### src/regfile_pkg.sv
// regfile_pkg: constants and helpers for the banked data register file
// assumes a single core clock domain; no other package is needed
package regfile_pkg;

  // data and address widths
  localparam int DATA_W  = 8;
  localparam int FILE_AW = 5;
  localparam int PTR_W   = 6;
  localparam int GPIDX_W = 6;

  // file addresses of the special function locations and of the first general and upper half locations
  localparam logic [4:0] ADDR_INDIRECT   = 5'h00;
  localparam logic [4:0] ADDR_TIMER      = 5'h01;
  localparam logic [4:0] ADDR_PC_LOW     = 5'h02;
  localparam logic [4:0] ADDR_STATUS     = 5'h03;
  localparam logic [4:0] ADDR_POINTER    = 5'h04;
  localparam logic [4:0] ADDR_OSC        = 5'h05;
  localparam logic [4:0] ADDR_PORT       = 5'h06;
  localparam logic [4:0] ADDR_GP_FIRST   = 5'h07;
  localparam logic [4:0] ADDR_UPPER_HALF = 5'h10;

  // location counts
  localparam int SFR_COUNT       = 7;
  localparam int GP_COUNT        = 25;
  localparam int GP_BANKED_COUNT = 16;
  localparam int GP_TOTAL        = GP_COUNT + GP_BANKED_COUNT;

  // pointer register layout
  localparam int         PTR_BANK_BIT      = 5;
  localparam logic [2:0] PTR_ONES_FLAT     = 3'h7;
  localparam logic [1:0] PTR_ONES_BANKED   = 2'h3;
  localparam logic [5:0] PTR_MASK_FLAT     = 6'h1F;
  localparam logic [5:0] PTR_MASK_BANKED   = 6'h3F;

  // values with no documented reset are cleared
  localparam logic [7:0] SFR_RESET = 8'h00;
  localparam logic [5:0] PTR_RESET = 6'h00;
  localparam logic [7:0] NULL_READ = 8'h00;

  // index into the general purpose store: bank 0 first, then bank 1 upper half
  function automatic logic [GPIDX_W-1:0] gp_index(input logic [4:0] low, input logic upperBank);
    logic [4:0] off;
    off = upperBank ? 5'(low - ADDR_UPPER_HALF) : 5'(low - ADDR_GP_FIRST);
    return upperBank ? GPIDX_W'({1'b0, off}) + GPIDX_W'(GP_COUNT) : GPIDX_W'({1'b0, off});
  endfunction

endpackage

### src/addr_resolver.sv
// addr_resolver: turns a file field and the pointer into an effective location
// assumes purely combinational use inside the register file
`timescale 1ns/1ps
`default_nettype none
module addr_resolver
  import regfile_pkg::*;
(
  input  wire logic [FILE_AW-1:0] fileField,
  input  wire logic [PTR_W-1:0]   pointer,
  input  wire logic               banked,
  output logic      [FILE_AW-1:0] effLow,
  output logic                    bankOne,
  output logic                    isSelfRef,
  output logic                    isSfr,
  output logic                    upperBank,
  output logic      [GPIDX_W-1:0] gpIdx
);

  // the indirect location takes its address from the pointer
  always_comb begin
    effLow    = (fileField == ADDR_INDIRECT) ? pointer[FILE_AW-1:0] : fileField;
    bankOne   = banked & pointer[PTR_BANK_BIT];
    isSelfRef = (effLow == ADDR_INDIRECT);
    isSfr     = (effLow < ADDR_GP_FIRST);
    upperBank = bankOne & (effLow >= ADDR_UPPER_HALF); // lower half of bank 1 aliases bank 0
    gpIdx     = gp_index(effLow, upperBank);
  end

endmodule
`default_nettype wire

### src/gp_memory.sv
// gp_memory: storage for all general purpose byte locations
// assumes one write per cycle and an asynchronous read by index
`timescale 1ns/1ps
`default_nettype none
module gp_memory
  import regfile_pkg::*;
(
  input  wire logic               core_clk,
  input  wire logic               rst_n,
  input  wire logic               wrEn,
  input  wire logic [GPIDX_W-1:0] wrIdx,
  input  wire logic [DATA_W-1:0]  wrData,
  input  wire logic [GPIDX_W-1:0] rdIdx,
  output logic      [DATA_W-1:0]  rdData
);

  typedef struct packed {
    logic [GP_TOTAL-1:0][DATA_W-1:0] cells;
  } mem_state_t;

  mem_state_t state_reg;
  mem_state_t state_next;

  // out-of-range indices never occur; guard anyway so no cell is aliased
  always_comb begin
    state_next = state_reg;
    if (wrEn && (wrIdx < GPIDX_W'(GP_TOTAL))) begin
      state_next.cells[wrIdx] = wrData;
    end
  end

  always_ff @(posedge core_clk or negedge rst_n) begin
    if (!rst_n) begin
      state_reg <= '0;
    end else begin
      state_reg <= state_next;
    end
  end

  assign rdData = (rdIdx < GPIDX_W'(GP_TOTAL)) ? state_reg.cells[rdIdx] : NULL_READ;

endmodule
`default_nettype wire

### src/banked_data_register_file.sv
// banked_data_register_file: data memory of the core, special and general registers
// assumes the execution datapath issues one access per cycle on core_clk
//
// Behaviour
// - flat variant: seven special, twenty-five general locations
// - banked variant adds sixteen locations, bank 1 upper
// - general locations reachable directly or via pointer
// - indirect location redirects to pointer's target register
// - pointer at indirect location reads zero
// - self-pointing indirect write stores nothing
// - pointer low five bits select address in bank
// - flat variant: pointer upper three bits read ones
// - banked: pointer bit five picks bank, 7:6 ones
// - bank 1 lower half aliases bank 0
`timescale 1ns/1ps
`default_nettype none
module banked_data_register_file
  import regfile_pkg::*;
#(
  parameter bit BANKED = 1'b1
)
(
  input  wire logic               core_clk,
  input  wire logic               rst_n,
  input  wire logic               accValid,
  input  wire logic               accWrite,
  input  wire logic [FILE_AW-1:0] accAddr,
  input  wire logic [DATA_W-1:0]  accWrData,
  input  wire logic               flagUpdEn,
  input  wire logic [DATA_W-1:0]  flagUpdVal,
  output logic      [DATA_W-1:0]  rdData,
  output logic                    rdValid,
  output logic      [DATA_W-1:0]  timerCountValue,
  output logic      [DATA_W-1:0]  programCounterLow,
  output logic      [DATA_W-1:0]  processorStatus,
  output logic      [DATA_W-1:0]  fileSelectPointer,
  output logic      [DATA_W-1:0]  oscillatorTrim,
  output logic      [DATA_W-1:0]  pinPortData
);

  typedef struct packed {
    logic [DATA_W-1:0] timer;
    logic [DATA_W-1:0] pcLow;
    logic [DATA_W-1:0] status;
    logic [PTR_W-1:0]  pointer;
    logic [DATA_W-1:0] oscTrim;
    logic [DATA_W-1:0] port;
    logic [DATA_W-1:0] rdData;
    logic              rdValid;
  } rf_state_t;

  rf_state_t state_reg;
  rf_state_t state_next;

  logic [FILE_AW-1:0] effLow;
  logic               bankOne;
  logic               isSelfRef;
  logic               isSfr;
  logic               upperBank;
  logic [GPIDX_W-1:0] gpIdx;
  logic [DATA_W-1:0]  gpRdData;
  logic               gpWrEn;
  logic [DATA_W-1:0]  ptrView;
  logic [PTR_W-1:0]   ptrMask;

  // address resolution shared by reads and writes
  addr_resolver u_resolver (
    .fileField (accAddr),
    .pointer   (state_reg.pointer),
    .banked    (BANKED),
    .effLow    (effLow),
    .bankOne   (bankOne),
    .isSelfRef (isSelfRef),
    .isSfr     (isSfr),
    .upperBank (upperBank),
    .gpIdx     (gpIdx)
  );

  // general storage; index range covers bank 0 and, when banked, bank 1 upper half
  assign gpWrEn = accValid & accWrite & ~isSfr & (BANKED | ~upperBank);

  gp_memory u_mem (
    .core_clk (core_clk),
    .rst_n    (rst_n),
    .wrEn     (gpWrEn),
    .wrIdx    (gpIdx),
    .wrData   (accWrData),
    .rdIdx    (gpIdx),
    .rdData   (gpRdData)
  );

  // unimplemented pointer bits read as ones; the flat variant also drops bit five
  assign ptrMask = BANKED ? PTR_MASK_BANKED : PTR_MASK_FLAT;
  assign ptrView = BANKED ? {PTR_ONES_BANKED, state_reg.pointer}
                          : {PTR_ONES_FLAT, state_reg.pointer[FILE_AW-1:0]};

  // access decode; the self-referencing indirect case neither reads nor stores
  always_comb begin
    state_next         = state_reg;
    state_next.rdValid = accValid & ~accWrite;
    if (accValid && !accWrite) begin
      if (isSelfRef) begin
        state_next.rdData = NULL_READ;
      end else if (isSfr) begin
        case (effLow)
          ADDR_TIMER:  state_next.rdData = state_reg.timer;
          ADDR_PC_LOW: state_next.rdData = state_reg.pcLow;
          ADDR_STATUS: state_next.rdData = state_reg.status;
          ADDR_POINTER: state_next.rdData = ptrView;
          ADDR_OSC:    state_next.rdData = state_reg.oscTrim;
          ADDR_PORT:   state_next.rdData = state_reg.port;
          default:     state_next.rdData = NULL_READ;
        endcase
      end else begin
        state_next.rdData = gpRdData;
      end
    end
    if (accValid && accWrite && !isSelfRef && isSfr) begin
      case (effLow)
        ADDR_TIMER:  state_next.timer   = accWrData;
        ADDR_PC_LOW: state_next.pcLow   = accWrData;
        ADDR_STATUS: state_next.status  = accWrData;
        ADDR_POINTER: state_next.pointer = accWrData[PTR_W-1:0] & ptrMask;
        ADDR_OSC:    state_next.oscTrim = accWrData;
        ADDR_PORT:   state_next.port    = accWrData;
        default:     state_next.timer   = state_reg.timer;
      endcase
    end
    // flag update from the executing instruction lands last, even on a dropped write
    if (flagUpdEn) begin
      state_next.status = flagUpdVal;
    end
  end

  always_ff @(posedge core_clk or negedge rst_n) begin
    if (!rst_n) begin
      state_reg.timer   <= SFR_RESET;
      state_reg.pcLow   <= SFR_RESET;
      state_reg.status  <= SFR_RESET;
      state_reg.pointer <= PTR_RESET;
      state_reg.oscTrim <= SFR_RESET;
      state_reg.port    <= SFR_RESET;
      state_reg.rdData  <= NULL_READ;
      state_reg.rdValid <= 1'b0;
    end else begin
      state_reg <= state_next;
    end
  end

  // outputs straight from state
  assign rdData            = state_reg.rdData;
  assign rdValid           = state_reg.rdValid;
  assign timerCountValue   = state_reg.timer;
  assign programCounterLow = state_reg.pcLow;
  assign processorStatus   = state_reg.status;
  assign fileSelectPointer = ptrView;
  assign oscillatorTrim    = state_reg.oscTrim;
  assign pinPortData       = state_reg.port;

  logic gpAccess;
  assign gpAccess = accValid & ~isSfr;
endmodule
`default_nettype wire

### config.mk
export PLATFORM = sky130hd
export DESIGN_NAME = banked_data_register_file
export DESIGN_NICKNAME = d
export VERILOG_FILES = /design/src/regfile_pkg.sv /design/src/addr_resolver.sv /design/src/gp_memory.sv /design/src/banked_data_register_file.sv
export SDC_FILE = /design/constraint.sdc
export NUM_CORES = 1
export LEC_CHECK = 0
export ABC_AREA = 1
export BUFFER_PORTS_ARGS = -buffer_cell sky130_fd_sc_hd__buf_4
export CAP_MARGIN = 15
export CELL_PAD_IN_SITES_DETAIL_PLACEMENT = 1
export CELL_PAD_IN_SITES_GLOBAL_PLACEMENT = 2
export CORE_UTILIZATION = 40
export DETAILED_ROUTE_END_ITERATION = 12
export PLACE_DENSITY = 0.95
export SYNTH_ARGS = -nofsm -noshare
export SYNTH_HDL_FRONTEND = slang
export SYNTH_HIERARCHICAL = 1
export SYNTH_SLANG_ARGS = --single-unit
export TNS_END_PERCENT = 10
### constraint.sdc
create_clock -name core_clk -period 6.5 [get_ports core_clk]
set_clock_uncertainty 0.05 [all_clocks]
set_input_delay 0.975 -clock core_clk [delete_from_list [all_inputs] [get_ports core_clk]]
set_output_delay 0.975 -clock core_clk [all_outputs]
set_load 0.005 [all_outputs]
==> impl_metrics.yaml <==
status:
  run_status: "finished clean"
critical_path:
  slowest_delay_ps: 910
  crit_chain: "buf_4 -> nor2_1 -> nand3_1 -> nand2_1 -> nand3_1 -> xor2_1 -> nand2_1 -> nor3_1 -> nand2_1 -> nand2_1 -> nand2_1 -> nand2_1 -> nor2_1 -> nor2_1 -> nand2_1 -> nand2_1"
  path_common_cell: "nand2_1"
  cp.required_ps: 6970
  cp-end-kind: "flip-flop"
  crit_family: "simple AND/OR/NAND/NOR gates"
  worstSetupPathType: "in2reg"
  cp-start-kind: "input port"
  crit_arrival_ps: 5230
  cp_slowest_cell: "nor3_1"
  critPathMaxFanout: 17
  path_buf_inv: 1
global_routing:
  grt_max_degree: 144
  grt_pass1_wl_um: 99500
  grt_pass1_vias: 17000
  globalRouteTotalUtil_pct: 26.9
  overflow: 0
  antenna_found_initial: 1
cells_and_area:
  largest_reg_flops: 328
  layout-drive-gt1-share_pct: 9.31
  fillers: 5736
  area_growth_pct: 12.8
  final_nets: 2518
  fin_cells: 3130
  fin_util_pct: 45.7
  antenna_cells: 0
clocking:
  h-tree-depth: 2
  cts_sinks: 383
  ctsHoldBuffers: 0
  ctsLongestPathBuffers: 3
  cts_tree: "built"
  postCtsSetupBuffers: 0
  cts.clk_slew.worst_paths_ps: 60
  cts_made_buffers: 44
  clock_latency_ps: 580
  root_buffer: "clkbuf_16"
  post_cts_resized: 0
routing:
  avgViaCountPerCell: 5.39
  vias: 16900
  wl_um: 62700
  wl_met1_um: 28000
  wl_per_cell_um: 20.0
  ant_nets: 0
  drc: 0
  topRoutingLayerUsed: "met4"
  drt_first_pass_iters: 5
  routed-wl-met2_um: 29300
  drt_iter0_drc: 1450
  route.met3.wl_um: 3630
sta:
  layout_min_cycle_time_ps: 4760
  finalSetupTns_ps: 0
  setup_viol: 0
  holdWs_ps: 361
  rsz0062_at_grt: "no"
  slew_headroom_pct: 29.5
  post-route-period-util_pct: 73.2
  max_freq_ghz: 0.210
  tightestPinTransition_ps: 1050
  hold_violations: 0
  slew_violations: 0
  worst_slack_ps: 1740
placement:
  gp_congestion: 0.879
  post-place-ws_ps: 1300
  io_buffers: 80
  dp_hpwl_um: 40400
  place_inst: 3051
synthesis:
  synth_warnings: 6
  synthCells: 2479
  synth_cell_type_count: 38
  syn_avg_cell_area_um2: 7.58
  netlist_area_um2: 18800
  ys_ff_latch: 383
  seq_area_frac_synth_pct: 51.0
power:
  power.leakage_uw: 0.0102
  powerDensity_nw_per_um2: 293
  peakVddDrop_mv: 0.237
floorplanning:
  dieHeight_um: 219
  fp-row-count: 79
  pin_count: 83
  dieArea_um2: 47900
  die_width_um: 219
  start_util_pct: 40.5
  core-area_um2: 46500
run:
  maxCapViolCount: 0
worst_hold_path:
  hold_path_class: "in2async"
cell type report:
cell class	instances	area (µm²)	area share (%)
Sequential cell	383	9580	45.2
Multi-Input combinational cell	1756	7880	37.2
Clock buffer	71	1330	6.29
Timing Repair Buffer	109	863	4.07
Tap cell	607	759	3.58
Inverter	196	742	3.50
Clock inverter	8	47.5	0.224
worst paths after layout:
check	start	end	slack, ps	depth (start not counted)
max	accAddr[4]	rdData[0]	1740	16
min	rst_n	timerCountValue[4]	360	1
max reg2reg	fileSelectPointer[1]	rdData[0]	1990	14
min reg2reg	u_mem/state_reg[266]	u_mem/state_reg[266]	430	2
max in group asynchronous	rst_n	u_mem/state_reg[293]	4680	2
min in group core_clk	u_mem/state_reg[266]	u_mem/state_reg[266]	430	2
cells in the mapped netlist:
cell / count / share of area, %
nand2_1: 882 / 18
nor2_2: 4 / 0.13
o211ai_1: 8 / 0.32
xor2_1: 1 / 0.047
o21ai_1: 49 / 1.3
nor2_1: 154 / 3.1
or2_1: 1 / 0.033
ha_1: 2 / 0.13
nand2_4: 3 / 0.18
nor3_2: 1 / 0.053
o21ai_0: 362 / 9.6
buf_6: 5 / 0.30
nor4_1: 3 / 0.10
dfrtp_1: 383 / 51
nor2_8: 1 / 0.11
a31oi_1: 1 / 0.033
buf_2: 10 / 0.27
clkinv_1: 1 / 0.020
nand3_1: 178 / 4.7
clkinv_2: 1 / 0.027
clkbuf_1: 106 / 2.1
nor2_4: 14 / 0.84
nand2_2: 5 / 0.17
o21ai_2: 6 / 0.28
a21oi_1: 33 / 0.88
inv_1: 186 / 3.7
a21oi_2: 1 / 0.047
conb_1: 1 / 0.020
a21boi_2: 1 / 0.060
inv_2: 8 / 0.16
nand3_4: 3 / 0.28
nand3_2: 3 / 0.16
o21bai_4: 1 / 0.10
nor3_1: 6 / 0.16
nand4_1: 27 / 0.90
buf_4: 10 / 0.40
buf_1: 15 / 0.30
nand4_4: 3 / 0.34
cells in the final DEF, fill, tap and decap left out, types with 27 or more instances in the layout:
| cell type | instances |
|---|---|
| nand2_1 | 882 |
| clkbuf_16 | 45 |
| buf_4 | 105 |
| nand4_1 | 27 |
| o21ai_1 | 49 |
| dfrtp_1 | 383 |
| inv_1 | 184 |
| nand3_1 | 178 |
| a21oi_1 | 33 |
| nor2_1 | 154 |
| o21ai_0 | 362 |
per-stage QoR:
step,total power [µW],cell area [µm²]
6_report,6210,21200
5_1_grt,6520,21200
4_1_cts,6270,21200
3_5_place_dp,3830,19800
3_3_place_gp,3780,19800
2_1_floorplan,3420,18800
per-layer routing:
| layer | up-vias | global-route usage [%] |
|---|---|---|
| met5 | - | 0 |
| met4 | 0 | 8.45 |
| met3 | 96 | 5.65 |
| met2 | 410 | 42.7 |
| met1 | 8428 | 36.7 |
| li1 | 7934 | - |
power by group:
| group | internal, µW | total [µW] | switching [µW] |
|---|---|---|---|
| clock network | 1400 | 2410 | 1010 |
| logic | 309 | 963 | 654 |
| registers | 2670 | 2840 | 164 |
logic make-up (layout without fill, tap and decap cells):
logic type	count (synthesis)	in the layout	share of synthesized area [%]
compound gates	462	462	12.7
xor+xnor	1	1	0.0466
fa+ha+maj	2	2	0.133
buf+inv	342	384	7.30
flops	383	383	51.0
other cells	1	3	0.0199
simple gates	1288	1288	28.9
No activity file was read; power rests on OpenSTA's default activity.
